## src/hdl/occ_pkg.sv

```systemverilog
// Package: register map, field layout, resets and timing for calibration control
`default_nettype none
package occ_pkg;
  // ---------------------------------------------------------------
  // Register indices (byte address is four times the index)
  // ---------------------------------------------------------------
  localparam logic [9:0] IDX_RDIV       = 10'h011;
  localparam logic [9:0] IDX_CAL_CTRL   = 10'h018;
  localparam logic [9:0] IDX_SYNC_DELAY = 10'h019;
  localparam logic [9:0] IDX_STATUS     = 10'h01f;
  localparam logic [9:0] IDX_UPDATE     = 10'h232;
  // ---------------------------------------------------------------
  // Field positions
  // ---------------------------------------------------------------
  localparam int CAL_START_POS = 0;
  localparam int CAL_DIV_LSB   = 1;
  localparam int CAL_DIV_MSB   = 2;
  localparam int UPDATE_POS    = 0;
  localparam int ADDR_IDX_LSB  = 2;
  localparam int ADDR_IDX_MSB  = 11;
  // ---------------------------------------------------------------
  // Reset values
  // ---------------------------------------------------------------
  localparam logic [7:0]  CAL_CTRL_RST   = 8'h06;
  localparam logic [7:0]  SYNC_DELAY_RST = 8'h00;
  localparam logic [13:0] RDIV_RST       = 14'h0001;
  // ---------------------------------------------------------------
  // Calibration divider codes and timing
  // ---------------------------------------------------------------
  localparam logic [1:0]  CAL_DIV_2      = 2'h0;
  localparam logic [1:0]  CAL_DIV_4      = 2'h1;
  localparam logic [1:0]  CAL_DIV_8      = 2'h2;
  localparam logic [1:0]  CAL_DIV_16     = 2'h3;
  localparam logic [7:0]  CAL_TICKS      = 8'h40;
  // ---------------------------------------------------------------
  // Bus answers
  // ---------------------------------------------------------------
  localparam logic [1:0]  RESP_OKAY      = 2'h0;
  localparam logic [1:0]  RESP_SLVERR    = 2'h2;

  typedef enum logic [1:0] {
    CAL_IDLE,
    CAL_RUN,
    CAL_DONE
  } occ_cal_state_type;
endpackage : occ_pkg
`default_nettype wire

```

## src/hdl/occ_divider.sv

```systemverilog
// Module: enable-driven divider producing a one-cycle tick every ratio_m1+1 enables
`default_nettype none
module occ_divider (
  input  wire logic        clk_sys,
  input  wire logic        rst_n,
  input  wire logic        en,
  input  wire logic [13:0] ratio_m1,
  output logic             tick
);
  typedef struct packed {
    logic [13:0] cnt;
    logic        tick;
  } occ_div_state_type;

  occ_div_state_type s_q;
  occ_div_state_type s_d;

  always_comb begin
    s_d      = s_q;
    s_d.tick = 1'b0;
    if (en) begin
      // Ratio change takes effect mid-count; a count already at or past the new ratio wraps on the next enable
      if (s_q.cnt >= ratio_m1) begin
        s_d.cnt  = 14'h0000;
        s_d.tick = 1'b1;
      end else begin
        s_d.cnt = s_q.cnt + 14'h0001;
      end
    end
  end

  always_ff @(posedge clk_sys or negedge rst_n) begin
    if (!rst_n) begin
      s_q <= '0;
    end else begin
      s_q <= s_d;
    end
  end

  assign tick = s_q.tick;
endmodule : occ_divider
`default_nettype wire

```

## src/hdl/occ_top.sv

```systemverilog
// Module: oscillator calibration control with AXI4-Lite register access
//
// Operation
// - Calibration clock is the reference divided by ratio chosen in bits [2:1].
// - Divider code 00/01/10/11 gives 2/4/8/16; reset selects 16.
// - Divide-by-16 always works and gives the longest calibration.
// - Phase detector rate is reference rate divided by reference count R.
// - Calibration starts only on a 0-to-1 change of the active start bit.
// - Clearing the active start bit discards the result and drops lock.
`default_nettype none
module occ_top (
  input  wire logic        clk_sys,
  input  wire logic        nrst,
  input  wire logic        ref_present,
  input  wire logic [11:0] s_axi_awaddr,
  input  wire logic        s_axi_awvalid,
  output logic             s_axi_awready,
  input  wire logic [31:0] s_axi_wdata,
  input  wire logic [3:0]  s_axi_wstrb,
  input  wire logic        s_axi_wvalid,
  output logic             s_axi_wready,
  output logic [1:0]       s_axi_bresp,
  output logic             s_axi_bvalid,
  input  wire logic        s_axi_bready,
  input  wire logic [11:0] s_axi_araddr,
  input  wire logic        s_axi_arvalid,
  output logic             s_axi_arready,
  output logic [31:0]      s_axi_rdata,
  output logic [1:0]       s_axi_rresp,
  output logic             s_axi_rvalid,
  input  wire logic        s_axi_rready,
  output logic             cal_busy,
  output logic             cal_valid,
  output logic             loop_locked,
  output logic [7:0]       sync_path_delay
);
  // ---------------------------------------------------------------
  // State
  // ---------------------------------------------------------------
  typedef struct packed {
    logic                       awrdy;
    logic                       wrdy;
    logic                       ardy;
    logic                       aw_got;
    logic [9:0]                 aw_idx;
    logic                       w_got;
    logic [31:0]                wdata;
    logic [3:0]                 wstrb;
    logic                       bvalid;
    logic [1:0]                 bresp;
    logic                       rvalid;
    logic [31:0]                rdata;
    logic [1:0]                 rresp;
    logic [7:0]                 cal_buf;
    logic [7:0]                 cal_act;
    logic [7:0]                 sync_buf;
    logic [7:0]                 sync_act;
    logic [13:0]                rdiv_buf;
    logic [13:0]                rdiv_act;
    logic                       update;
    logic                       start_prev;
    occ_pkg::occ_cal_state_type cal_st;
    logic                       busy;
    logic [7:0]                 tick_cnt;
    logic [7:0]                 result;
    logic                       valid;
    logic                       locked;
  } occ_state_type;

  localparam occ_state_type STATE_RST = '{
    awrdy:      1'b0,
    wrdy:       1'b0,
    ardy:       1'b0,
    aw_got:     1'b0,
    aw_idx:     10'h000,
    w_got:      1'b0,
    wdata:      32'h0000_0000,
    wstrb:      4'h0,
    bvalid:     1'b0,
    bresp:      occ_pkg::RESP_OKAY,
    rvalid:     1'b0,
    rdata:      32'h0000_0000,
    rresp:      occ_pkg::RESP_OKAY,
    cal_buf:    occ_pkg::CAL_CTRL_RST,
    cal_act:    occ_pkg::CAL_CTRL_RST,
    sync_buf:   occ_pkg::SYNC_DELAY_RST,
    sync_act:   occ_pkg::SYNC_DELAY_RST,
    rdiv_buf:   occ_pkg::RDIV_RST,
    rdiv_act:   occ_pkg::RDIV_RST,
    update:     1'b0,
    start_prev: 1'b0,
    cal_st:     occ_pkg::CAL_IDLE,
    busy:       1'b0,
    tick_cnt:   8'h00,
    result:     8'h00,
    valid:      1'b0,
    locked:     1'b0
  };

  occ_state_type s_q;
  occ_state_type s_d;
  logic          rst_meta_q;
  logic          rst_sync_q;
  logic          cal_tick;
  logic          det_tick;

  // ---------------------------------------------------------------
  // Helpers
  // ---------------------------------------------------------------
  function automatic logic [13:0] cal_ratio_m1(input logic [1:0] code);
    case (code)
      occ_pkg::CAL_DIV_2:  cal_ratio_m1 = 14'h0001;
      occ_pkg::CAL_DIV_4:  cal_ratio_m1 = 14'h0003;
      occ_pkg::CAL_DIV_8:  cal_ratio_m1 = 14'h0007;
      default:             cal_ratio_m1 = 14'h000f;
    endcase
  endfunction : cal_ratio_m1

  function automatic logic [9:0] addr_idx(input logic [11:0] addr);
    addr_idx = addr[occ_pkg::ADDR_IDX_MSB:occ_pkg::ADDR_IDX_LSB];
  endfunction : addr_idx

  // ---------------------------------------------------------------
  // Reset release
  // ---------------------------------------------------------------
  always_ff @(posedge clk_sys or negedge nrst) begin
    if (!nrst) begin
      rst_meta_q <= 1'b0;
      rst_sync_q <= 1'b0;
    end else begin
      rst_meta_q <= 1'b1;
      rst_sync_q <= rst_meta_q;
    end
  end

  // ---------------------------------------------------------------
  // Dividers
  // ---------------------------------------------------------------
  // No reference, no ticks: calibration simply stalls until it returns
  occ_divider u_cal_div (
    .clk_sys  (clk_sys),
    .rst_n    (rst_sync_q),
    .en       (ref_present),
    .ratio_m1 (cal_ratio_m1(s_q.cal_act[occ_pkg::CAL_DIV_MSB:occ_pkg::CAL_DIV_LSB])),
    .tick     (cal_tick)
  );

  occ_divider u_det_div (
    .clk_sys  (clk_sys),
    .rst_n    (rst_sync_q),
    .en       (ref_present),
    .ratio_m1 ((s_q.rdiv_act == 14'h0000) ? 14'h0000 : s_q.rdiv_act - 14'h0001),
    .tick     (det_tick)
  );

  // ---------------------------------------------------------------
  // Next state
  // ---------------------------------------------------------------
  always_comb begin
    s_d = s_q;

    // Address and data channels, taken in either order
    if (s_axi_awvalid && s_q.awrdy) begin
      s_d.aw_got = 1'b1;
      s_d.aw_idx = addr_idx(s_axi_awaddr);
    end
    if (s_axi_wvalid && s_q.wrdy) begin
      s_d.w_got = 1'b1;
      s_d.wdata = s_axi_wdata;
      s_d.wstrb = s_axi_wstrb;
    end

    // Self-clearing transfer of buffered copies
    if (s_q.update) begin
      s_d.cal_act  = s_q.cal_buf;
      s_d.sync_act = s_q.sync_buf;
      s_d.rdiv_act = s_q.rdiv_buf;
      s_d.update   = 1'b0;
    end

    if (s_q.bvalid && s_axi_bready) begin
      s_d.bvalid = 1'b0;
    end
    if (s_q.aw_got && s_q.w_got && !s_q.bvalid) begin
      s_d.aw_got = 1'b0;
      s_d.w_got  = 1'b0;
      s_d.bvalid = 1'b1;
      s_d.bresp  = occ_pkg::RESP_OKAY;
      case (s_q.aw_idx)
        occ_pkg::IDX_CAL_CTRL: begin
          if (s_q.wstrb[0]) begin
            s_d.cal_buf = s_q.wdata[7:0];
          end
        end
        occ_pkg::IDX_SYNC_DELAY: begin
          if (s_q.wstrb[0]) begin
            s_d.sync_buf = s_q.wdata[7:0];
          end
        end
        occ_pkg::IDX_RDIV: begin
          if (s_q.wstrb[0]) begin
            s_d.rdiv_buf[7:0] = s_q.wdata[7:0];
          end
          if (s_q.wstrb[1]) begin
            s_d.rdiv_buf[13:8] = s_q.wdata[13:8];
          end
        end
        occ_pkg::IDX_UPDATE: begin
          if (s_q.wstrb[0] && s_q.wdata[occ_pkg::UPDATE_POS]) begin
            s_d.update = 1'b1;
          end
        end
        occ_pkg::IDX_STATUS: begin
          // Read-only; write accepted and ignored
        end
        default: begin
          s_d.bresp = occ_pkg::RESP_SLVERR;
        end
      endcase
    end

    // Read channel
    if (s_q.rvalid && s_axi_rready) begin
      s_d.rvalid = 1'b0;
    end
    if (s_axi_arvalid && s_q.ardy) begin
      s_d.rvalid = 1'b1;
      s_d.rresp  = occ_pkg::RESP_OKAY;
      s_d.rdata  = 32'h0000_0000;
      case (addr_idx(s_axi_araddr))
        occ_pkg::IDX_CAL_CTRL:   s_d.rdata[7:0]  = s_q.cal_buf;
        occ_pkg::IDX_SYNC_DELAY: s_d.rdata[7:0]  = s_q.sync_buf;
        occ_pkg::IDX_RDIV:       s_d.rdata[13:0] = s_q.rdiv_buf;
        occ_pkg::IDX_UPDATE:     s_d.rdata[0]    = s_q.update;
        occ_pkg::IDX_STATUS: begin
          s_d.rdata[0]    = (s_q.cal_st == occ_pkg::CAL_RUN);
          s_d.rdata[1]    = s_q.valid;
          s_d.rdata[2]    = s_q.locked;
          s_d.rdata[15:8] = s_q.result;
        end
        default: begin
          s_d.rresp = occ_pkg::RESP_SLVERR;
        end
      endcase
    end

    // Calibration sequencer, driven only by the active copy
    s_d.start_prev = s_q.cal_act[occ_pkg::CAL_START_POS];
    if (!s_q.cal_act[occ_pkg::CAL_START_POS]) begin
      // Result is thrown away; the loop must be recalibrated to relock
      s_d.cal_st   = occ_pkg::CAL_IDLE;
      s_d.valid    = 1'b0;
      s_d.result   = 8'h00;
      s_d.locked   = 1'b0;
      s_d.tick_cnt = 8'h00;
    end else begin
      case (s_q.cal_st)
        occ_pkg::CAL_IDLE: begin
          if (!s_q.start_prev) begin
            s_d.cal_st   = occ_pkg::CAL_RUN;
            s_d.tick_cnt = 8'h00;
            s_d.result   = 8'h00;
          end
        end
        occ_pkg::CAL_RUN: begin
          // Fixed tick count, so a slower clock means a longer run
          if (cal_tick) begin
            s_d.tick_cnt = s_q.tick_cnt + 8'h01;
            if (s_q.tick_cnt == occ_pkg::CAL_TICKS - 8'h01) begin
              s_d.cal_st = occ_pkg::CAL_DONE;
              s_d.valid  = 1'b1;
              s_d.locked = 1'b1;
            end
          end
          if (det_tick && s_q.result != 8'hff) begin
            s_d.result = s_q.result + 8'h01;
          end
        end
        occ_pkg::CAL_DONE: begin
        end
        default: begin
          s_d.cal_st = occ_pkg::CAL_IDLE;
        end
      endcase
    end

    // Ready flags registered so every port comes from a flop
    s_d.awrdy = !s_d.aw_got && !s_d.bvalid;
    s_d.wrdy  = !s_d.w_got && !s_d.bvalid;
    s_d.ardy  = !s_d.rvalid;
    s_d.busy  = (s_d.cal_st == occ_pkg::CAL_RUN);
  end

  always_ff @(posedge clk_sys or negedge rst_sync_q) begin
    if (!rst_sync_q) begin
      s_q <= STATE_RST;
    end else begin
      s_q <= s_d;
    end
  end

  // ---------------------------------------------------------------
  // Outputs
  // ---------------------------------------------------------------
  assign s_axi_awready   = s_q.awrdy;
  assign s_axi_wready    = s_q.wrdy;
  assign s_axi_bresp     = s_q.bresp;
  assign s_axi_bvalid    = s_q.bvalid;
  assign s_axi_arready   = s_q.ardy;
  assign s_axi_rdata     = s_q.rdata;
  assign s_axi_rresp     = s_q.rresp;
  assign s_axi_rvalid    = s_q.rvalid;
  assign cal_busy        = s_q.busy;
  assign cal_valid       = s_q.valid;
  assign loop_locked     = s_q.locked;
  assign sync_path_delay = s_q.sync_act;
endmodule : occ_top
`default_nettype wire

```

## config.mk

```make
export PLATFORM = sky130hd
export DESIGN_NAME = occ_top
export DESIGN_NICKNAME = d
export VERILOG_FILES = /design/src/hdl/occ_pkg.sv /design/src/hdl/occ_divider.sv /design/src/hdl/occ_top.sv
export SDC_FILE = /design/constraint.sdc
export NUM_CORES = 1
export LEC_CHECK = 0
export BUFFER_PORTS_ARGS = -buffer_cell sky130_fd_sc_hd__buf_4
export CAP_MARGIN = 20
export CELL_PAD_IN_SITES_DETAIL_PLACEMENT = 0
export CELL_PAD_IN_SITES_GLOBAL_PLACEMENT = 1
export CORE_MARGIN = 2
export CORE_UTILIZATION = 40
export DETAILED_ROUTE_END_ITERATION = 7
export PLACE_DENSITY = 0.73
export SYNTH_ARGS = -nofsm -noshare
export SYNTH_HDL_FRONTEND = slang
export SYNTH_SLANG_ARGS = --single-unit
```

## constraint.sdc

```tcl
create_clock -name clk_sys -period 6 [get_ports clk_sys]
set_input_delay 1.2 -clock clk_sys [delete_from_list [all_inputs] [get_ports clk_sys]]
set_output_delay 1.2 -clock clk_sys [all_outputs]
set_load 0.05 [all_outputs]
```

==> results by group, run 1 <==
Status
  • Status: finished, final reports clean

Place
  • Hpwl dp: 11.8 mm
  • IO buf count: 77
  • Post-Place Setup Slack: 2.51 ns
  • DP Area: 8510 sq um
  • Cells after DPL: 1001
  • Gp weighted congestion: 0.798

Logic synthesis
  • Post-synth cell types: 59
  • Post-synth top area share: 48.8%
  • Async SR Flop Fraction: 100%
  • Synth Cell Area: 7890 sq um
  • Top cells by instance count after synthesis: dfrtp_1, mux2_2, nand2_1, nor2_1, buf_4
  • Top_reg_cell synth: dfrtp_1
  • Sequential area share after synthesis: 50.8%
  • Yosys warns: 0
  • Most frequent cell after synthesis: dfrtp_1
  • Synth top area cells: dfrtp_1, mux2_2, buf_4, ha_1, nand2_1
  • Post-synth EDFFs: 0
  • #FFs+latches synth: 160
  • Mean post-synth cell area: 11.3 sq um
  • Yosys top cell by area: dfrtp_1
  • Mapped Cells: 701

STA
  • Final period utilization: 56.4%
  • # setup viols final: 0
  • Fmax: 295 MHz
  • Worst slew pin tran: 0.920 ns
  • Unrepaired setup endpoints after global routing: false
  • Setup ws final: 2.61 ns
  • Endpoints failing hold: 0
  • Total Neg Setup Slack: 0 ns
  • Final Skew: 0.0141 ns
  • Slew HR: 38.7%
  • Fin. max-slew vios: 0
  • Fin crit period: 3.39 ns

Final layout
  • Layout overhead on the synthesized area: 15.5%
  • Share of cells above drive strength 1: 29.1%
  • Nets@finish: 847
  • Diodes inserted: 0
  • Final instance count without filler cells: 1035
  • Final instance area: 9110 sq um

Floorplanning
  • Starting Density: 40.7%
  • Die area: 20900 sq um
  • Chip width: 144 um
  • Top Ports: 120
  • Chip Height: 144 um
  • Core area: 19400 sq um
  • Row cnt: 51

Global route
  • Pin count of the biggest net entering global routing: 75
  • Gr ovfl total: 0
  • First-pass GRT wire length: 27.4 mm
  • Vias in the first global route: 5590
  • Initial antenna violation count: 0
  • GRT Resource Usage Total: 17.0%

Detailed routing
  • Top routing layer in use: met4
  • First drt pass iteration count: 4
  • Total Routed Length: 16.5 mm
  • Via count: 5318
  • Vias per cell: 5.14
  • Starting DRT DRC Count: 247
  • WL met3: 580 um
  • Wire length on met1: 7.48 mm
  • Residual DRC: 0
  • WL met2: 8.11 mm
  • Post-route ant nets: 0
  • DR WL/cell: 15.9 um

Clock tree
  • Post-CTS setup buffers: 0
  • H-tree depth: 4
  • Root buf cell: clkbuf_16
  • CTS max path bufs: 2
  • CTS buffer count: 17
  • Worst-path clk slew: 0.07 ns
  • CTS resizes: 0
  • CTS Hold Buffers Added: 0
  • Clock Latency Late Sink: 0.44 ns
  • Clock Sinks: 160
  • CTS tree: yes

Worst setup path
  • Worst path most repeated cell: and2_1
  • Arr. time, crit path: 3.70 ns
  • Critical Path End Type: flop
  • Critical Path RT: 6.32 ns
  • Startpoint Class: flop
  • Slowest CP cell: or3_1
  • Critical Path Fanout Max: 15
  • Crit-path max cell delay: 0.56 ns
  • Critical path class: flop to flop
  • Critical path, cell by cell: nor3_1 > nand3_1 > or3_1 > and2_1 > ha_1 > nand2b_1 > a21oi_1 > o21ai_0 > a211o_1 > and2_1

Power and ir drop
  • Leak: 0.00424 uW
  • Peak supply drop: 0.252 mV
  • Pwr dens: 319 nW/um^2
  • Total Power: 2910 uW

Worst hold path
  • Hold Crit Class: flop to asynchronous set/reset pin

Job
  • Max-Cap Viols: 0
==> report_power, final <==
group	switching (uW)	internal [uW]	leakage, uW	total, uW
sequential	144	1210	0.00213	1360
combinational	247	209	0.00183	456
clock	465	632	0.000282	1100
==> cells by family after synthesis <==
| kind of cell | synth area share [%] |
|---|---|
| AO/OA/AOI/OAI | 9.05 |
| flip-flops | 50.8 |
| buffers and inverters | 5.71 |
| adder cells (fa/ha/maj) | 3.49 |
| XOR/XNOR | 3.33 |
| AND/OR/NAND/NOR | 14.4 |
| other | 0.0952 |
| multiplexers | 13.1 |
==> cells in the final DEF, fill, tap and decap left out, types with 10 or more instances in the layout <==
cell / netlist / routed
nor2_1: 46 / 46
nand3_1: 16 / 16
xor2_1: 20 / 20
a22o_1: 12 / 12
o21ai_0: 31 / 31
inv_1: 10 / 10
and3_1: 12 / 12
xnor2_1: 10 / 10
a22oi_1: 10 / 10
dfrtp_1: 154 / 153
mux2_2: 88 / 88
ha_1: 22 / 22
conb_1: 2 / 19
nand2_1: 66 / 66
clkbuf_16: 0 / 17
buf_4: 45 / 80
nor3_1: 10 / 10
a21oi_1: 24 / 24
==> worst max-delay path: cells and delay by family (launching register included) <==
family | cells | cell delay (ns)
AND/OR/NAND/NOR | 6 | 1.86
AO/OA/AOI/OAI | 3 | 0.72
flip-flops | 1 | 0.42
adder cells (fa/ha/maj) | 1 | 0.26
==> layer usage <==
metal	up-vias	track usage [%]
met3	20	4.07
li1	2547	-
met1	2658	21.7
met5	-	0
met4	0	6.95
met2	93	27.7
==> layout make-up <==
type                            count  area [sq um]
Clock inverter                     13           155
Timing Repair Buffer               83           638
Sequential cell                   160          4020
Tap cell                          265           332
Inverter                           10          37.5
Fill cell                        1809         10300
Multi-Input combinational cell    485          3490
Clock buffer                       19           443
==> worst paths after layout <==
check                            from          endpoint  slack (ns)  depth (start not counted)
setup reg to reg              s_q[26]    u_det_div.tick        2.61                         10
hold reg to reg            rst_sync_q      s_axi_rvalid        0.19                          0
hold / removal             rst_sync_q      s_axi_rvalid        0.19                          0
min in group clk_sys       rst_meta_q        rst_sync_q        0.36                          0
max in group asynchronous  rst_sync_q  u_cal_div.s_q[4]        4.61                          1
setup / recovery              s_q[26]    u_det_div.tick        2.61                         10
==> flip-flops by register name, summed over array words and instances (netlist names), 8 cells and up <==
signal           count
s_axi_rdata         16
s_q                 94
sync_path_delay      8
u_cal_div.s_q       14
u_det_div.s_q       14
==> metrics by stage <==
stage               hold slack, ns  utilization [%]
global route                 0.222             47.0
global placement             0.189             43.7
finish                       0.189             47.0
floorplan                    0.331                -
CTS                          0.199             46.9
detailed placement           0.191             43.9
(Power assumes the default switching activity.)
==> inputs of run 2 (changes only) <==
- PLACE_DENSITY: 0.73 -> 0.76
- clock period: 6 -> 3 ns (I/O delays scaled with it)
==> results by group, run 2 (synthesized netlist as in run 1, its figures left out) <==
STA
  • Final Skew: 0.00737 ns (-0.00672 ns)
  • Fin. max-slew vios: 0 (unchanged)
  • Final period utilization: 97.7% (+41 points)
  • Worst slew pin tran: 0.849 ns (-0.0710 ns)
  • Fin crit period: 2.93 ns (-0.455 ns)
  • Unrepaired setup endpoints after global routing: true
  • Slew HR: 43.2% (+4.6 points)
  • Setup ws final: 0.0688 ns (-2.54 ns)
  • Fmax: 341 MHz (+16%)
  • # setup viols final: 0 (unchanged)
  • Endpoints failing hold: 0 (unchanged)

Clock tree
  • Root buf cell: clkbuf_16
  • CTS max path bufs: 2 (unchanged)
  • CTS buffer count: 17 (unchanged)
  • Clock Sinks: 160 (unchanged)
  • Worst-path clk slew: 0.07 ns (about the same)
  • H-tree depth: 4 (unchanged)
  • CTS tree: yes
  • Clock Latency Late Sink: 0.43 ns (about the same)

Worst setup path
  • Worst reg2reg setup slack: 0.07 ns (-2.54 ns)
  • Setup crit start: s_q[32]
  • Critical Path End Type: flop
  • Depth of the most critical reg-to-reg path: 10 (unchanged)
  • Critical path class: flop to flop
  • Arr. time, crit path: 3.28 ns (-0.42 ns)
  • Critical Path RT: 3.35 ns (-2.97 ns)
  • Startpoint Class: flop
  • Worst R2R Start: s_q[32]
  • Critical Path Fanout Max: 8 (-7)

Final layout
  • Final Core Density: 48.2% (+1.2 points)
  • Most frequent cells in the layout: dfrtp_1, buf_4, mux2_2
  • Final instance area: 9340 sq um (+2.5%)
  • Diodes inserted: 0 (unchanged)
  • Nets@finish: 869 (+2.6%)
  • Max reg flops: 94 (unchanged)
  • Final instance count without filler cells: 1056 (+2.0%)
  • Most common cell after layout, fill and taps aside: dfrtp_1
  • Layout overhead on the synthesized area: 18.4%
  • Largest Register: s_q
  • Share of cells above drive strength 1: 31.6% (+2.5 points)

Global route
  • GRT Resource Usage Total: 17.2% (+0.29 points)
  • Initial antenna violation count: 0 (unchanged)
  • GRT met1 Usage: 22.1% (+0.37 points)
  • Met2 usage: 27.6% (-0.075 points)
  • First-pass GRT wire length: 27.8 mm (+1.4%)
  • Most Crowded Layer GR: met2
  • Pin count of the biggest net entering global routing: 81 (+8.0%)
  • Met3 GRT Util: 4.74% (+0.66 points)
  • Vias in the first global route: 5508 (-1.5%)
  • Gr ovfl total: 0 (unchanged)

Place
  • DP Area: 8650 sq um (+1.7%)
  • Post-Place Setup Slack: -0.0793 ns (-2.59 ns)
  • Hpwl dp: 12.1 mm (+2.3%)
  • Cells after DPL: 1020 (+1.9%)
  • Gp weighted congestion: 0.822 (+3.0%)
  • IO buf count: 77 (unchanged)

Power and ir drop
  • Total Power: 5920 uW (+100%)
  • Pwr dens: 634 nW/um^2 (+98%)
  • Leak: 0.00437 uW (+3.1%)
  • Peak supply drop: 0.553 mV (+120%)

Worst hold path
  • Hold Crit Class: flop to asynchronous set/reset pin

Detailed routing
  • Starting DRT DRC Count: 331 (+34%)
  • First drt pass iteration count: 4 (unchanged)
  • Post-route ant nets: 0 (unchanged)
  • DR WL/cell: 15.8 um (-0.58%)
  • Total Routed Length: 16.7 mm (+1.4%)
  • Via count: 5475 (+3.0%)
  • Vias per cell: 5.18 (+0.90%)
  • Residual DRC: 0 (unchanged)

Floorplanning
  • Die area: 20900 sq um (unchanged)
  • Chip width: 144 um (unchanged)
  • Top Ports: 120 (unchanged)
  • Core area: 19400 sq um (unchanged)
  • Starting Density: 40.7% (unchanged)
  • Row cnt: 51 (unchanged)
  • Chip Height: 144 um (unchanged)

Status
  • Status: finished, final reports clean

Job
  • Max-Cap Viols: 0 (unchanged)
## run 2: power by group
group	total [uW]	switching, uW	internal, uW
registers	2730	302	2430
clock network	2280	881	1400
logic	902	481	421
total	5920	1660	4250
## run 2: worst paths after layout
check                                   end
min in group clk_sys             rst_sync_q
hold / removal              s_axi_rdata[12]
hold reg to reg             s_axi_rdata[12]
setup reg to reg           u_det_div.s_q[9]
max in group asynchronous           s_q[23]
setup / recovery           u_det_div.s_q[9]
## run 2: repair_timing
action / 4_1_cts / 5_1_grt
endpoints found under the hold margin: 2 / 0
setup endpoints to repair: 13 / 13
pin swaps: 0 / 3
hold buffers: 1 / 0
gates resized for setup: 2 / 6
buffers inserted: 0 / 4
## run 2: area by class of cell
cell class,instances,area [sq um]
Clock buffer,21,480
Timing Repair Buffer,105,801
Clock inverter,10,148
Tap cell,265,332
Fill cell,1788,10100
Sequential cell,160,4020
Inverter,10,37.5
Multi-Input combinational cell,485,3530
## run 2: per-layer routing
layer / share of wire, % / routed length (um) / up-vias
li1: - / - / 2605
met1: 45 / 7580 / 2726
met2: 48 / 7980 / 118
met3: 4.9 / 813 / 26
met4: 1.9 / 323 / 0
met5: 0 / 0 / -
## run 2: through the flow
stage | hold WS, ns | TNS (ns)
final | 0.356 | 0
after global routing | 0.376 | -0.236
after floorplan | 0.304 | 0
after CTS | 0.362 | 0
after detailed placement | 0.343 | -0.656
after global placement | 0.335 | 0
## run 2: critical path, cell delays in order (launching register included)
cell,delay (ns)
dfrtp_1,0.38
or4_4,0.55
or3_4,0.42
nand2_1,0.08
ha_1,0.25
a41o_1,0.26
a21oi_1,0.11
o21ai_1,0.11
a211o_1,0.35
buf_4,0.18
a21oi_1,0.15
==> inputs of run 3 (changes only) <==
- CTS_BUF_LIST: not set -> sky130_fd_sc_hd__clkbuf_8
==> results by group, run 3 (synthesized netlist as in run 1, its figures left out) <==
STA
  • Final Skew: 0.0127 ns (+0.00529 ns)
  • Fin crit period: 2.90 ns (-0.0327 ns)
  • Fin. max-slew vios: 0 (unchanged)
  • # setup viols final: 0 (unchanged)
  • Fmax: 345 MHz (+1.1%)
  • Slew HR: 44.8% (+1.5 points)
  • Setup ws final: 0.102 ns (+0.0327 ns)
  • Hold slack final: 0.355 ns (-0.00109 ns)
  • Endpoints failing hold: 0 (unchanged)
  • Final period utilization: 96.6% (-1.1 points)
  • Unrepaired setup endpoints after global routing: true
  • Worst slew pin tran: 0.826 ns (-0.0227 ns)

Global route
  • Initial antenna violation count: 0 (unchanged)
  • Gr ovfl total: 0 (unchanged)
  • GRT Resource Usage Total: 17.0% (-0.21 points)
  • First-pass GRT wire length: 27.6 mm (-0.74%)
  • Vias in the first global route: 5506 (-0.036%)
  • Pin count of the biggest net entering global routing: 81 (unchanged)

Detailed routing
  • Via count: 5451 (-0.44%)
  • WL met3: 760 um (-6.5%)
  • Post-route ant nets: 0 (unchanged)
  • Vias per cell: 5.16 (-0.44%)
  • Starting DRT DRC Count: 256 (-23%)
  • Wire length on met1: 7.53 mm (-0.65%)
  • First drt pass iteration count: 5 (+1)
  • Top routing layer in use: met4
  • Total Routed Length: 16.5 mm (-0.99%)
  • WL met2: 7.94 mm (-0.54%)
  • DR WL/cell: 15.7 um (-0.99%)
  • Residual DRC: 0 (unchanged)

Power and ir drop
  • Int Pwr: 3760 uW (-12%)
  • Clk pwr share: 32.3% (-6.3 points)
  • Total Power: 5360 uW (-9.4%)
  • Peak supply drop: 0.507 mV (-8.4%)
  • Switching Share: 29.8% (+1.7 points)
  • Switch Pwr: 1600 uW (-4.0%)
  • Leak: 0.00429 uW (-2.0%)
  • Sequential Power Share: 50.9% (+4.8 points)
  • Power share of the combinational group: 16.8% (+1.6 points)
  • Pwr dens: 586 nW/um^2 (-7.5%)

Worst setup path
  • CP delay by family, top: simple AND/OR/NAND/NOR gates
  • Reg-to-Reg End: u_det_div.s_q[9]
  • Crit-path max cell delay: 0.54 ns (about the same)
  • Arr. time, crit path: 3.28 ns (about the same)
  • Critical Path RT: 3.38 ns (+0.03 ns)
  • Worst reg2reg setup slack: 0.10 ns (+0.03 ns)
  • Critical Path Fanout Max: 8 (unchanged)
  • Startpoint Class: flop
  • Critical path, cell by cell: or4_4 > or3_4 > buf_4 > nand2_1 > ha_1 > and4_1 > a21oi_1 > o21ai_1 > a211o_1 > buf_4 > a21oi_1
  • Worst Path Buf+Inv: 2 (+1)
  • Depth of the most critical reg-to-reg path: 11 (+1)
  • Worst R2R Start: s_q[32]
  • Slowest CP cell: or4_4
  • Critical Path End Type: flop
  • Critical path class: flop to flop

Clock tree
  • Worst-path clk slew: 0.09 ns (+0.02 ns)
  • Root buf cell: clkbuf_8
  • CTS tree: yes
  • H-tree depth: 4 (unchanged)
  • CTS max path bufs: 2 (unchanged)
  • Clock Sinks: 160 (unchanged)
  • Clock Latency Late Sink: 0.46 ns (+0.03 ns)
  • CTS buffer count: 17 (unchanged)

Floorplanning
  • Starting Density: 40.7% (unchanged)
  • Row cnt: 51 (unchanged)
  • Core area: 19400 sq um (unchanged)
  • Chip width: 144 um (unchanged)
  • Top Ports: 120 (unchanged)
  • Chip Height: 144 um (unchanged)
  • Die area: 20900 sq um (unchanged)

Final layout
  • Layout overhead on the synthesized area: 15.9%
  • Nets@finish: 869 (unchanged)
  • Max reg flops: 94 (unchanged)
  • Largest Register: s_q
  • Share of cells above drive strength 1: 31.6% (unchanged)
  • Diodes inserted: 0 (unchanged)
  • Most frequent cells in the layout: dfrtp_1, buf_4, mux2_2
  • Most common cell after layout, fill and taps aside: dfrtp_1

Place
  • Gp weighted congestion: 0.822 (unchanged)
  • Hpwl dp: 12.1 mm (unchanged)
  • Post-Place Setup Slack: -0.0793 ns (unchanged)
  • IO buf count: 77 (unchanged)

Job
  • Max-Cap Viols: 0 (unchanged)

Status
  • Status: finished, final reports clean

Worst hold path
  • Hold Crit Class: flop to asynchronous set/reset pin
-- run 3: how the worst max path moves through the flow --
stage	startpoint	end	cells past startpoint
2_1_floorplan	s_q[26]	u_det_div.s_q[10]	12
3_3_place_gp	s_q[32]	u_det_div.s_q[1]	10
3_5_place_dp	s_q[32]	u_det_div.s_q[14]	10
4_1_cts	s_q[32]	u_det_div.s_q[9]	10
5_1_grt	s_q[32]	u_det_div.s_q[4]	10
6_report	s_q[32]	u_det_div.s_q[9]	11
-- run 3: repair_timing --
item                                    4_1_cts  5_1_grt
pin swaps                                     0        3
hold buffers                                  1        0
endpoints found under the hold margin         2        0
setup buffers                                 0        4
endpoints found under the setup margin       13       13
resized for setup                             2        6
-- run 3: per-layer routing --
metal	global-route usage, %	vias up
li1	-	2601
met1	21.8	2720
met2	27.5	105
met3	4.54	25
met4	7.05	0
met5	0	-
-- run 3: cell type report --
cell class / instances / area [sq um]
Clock inverter: 10 / 148
Sequential cell: 160 / 4020
Multi-Input combinational cell: 485 / 3530
Fill cell: 1808 / 10200
Clock buffer: 21 / 289
Timing Repair Buffer: 105 / 801
Tap cell: 265 / 332
Inverter: 10 / 37.5
-- run 3: power groups by stage --
stage	Sequential [uW]	Combinational, uW	Clock [uW]
5_1_grt	2780	992	1880
2_1_floorplan	2760	670	0
3_3_place_gp	2750	888	0
6_report	2730	903	1730
3_5_place_dp	2770	918	0
4_1_cts	2730	919	1790
-- run 3: stage by stage --
| stage | instance area (sq um) | TNS (ns) | std cells | util (%) |
|---|---|---|---|---|
| 2_1_floorplan | 7960 | 0 | 718 | - |
| 3_3_place_gp | 8650 | 0 | 1020 | 44.6 |
| 3_5_place_dp | 8650 | -0.656 | 1020 | 44.6 |
| 4_1_cts | 9110 | 0 | 1052 | 46.9 |
| 5_1_grt | 9150 | -0.00722 | 1056 | 47.2 |
| 6_report | 9150 | 0 | 1056 | 47.2 |
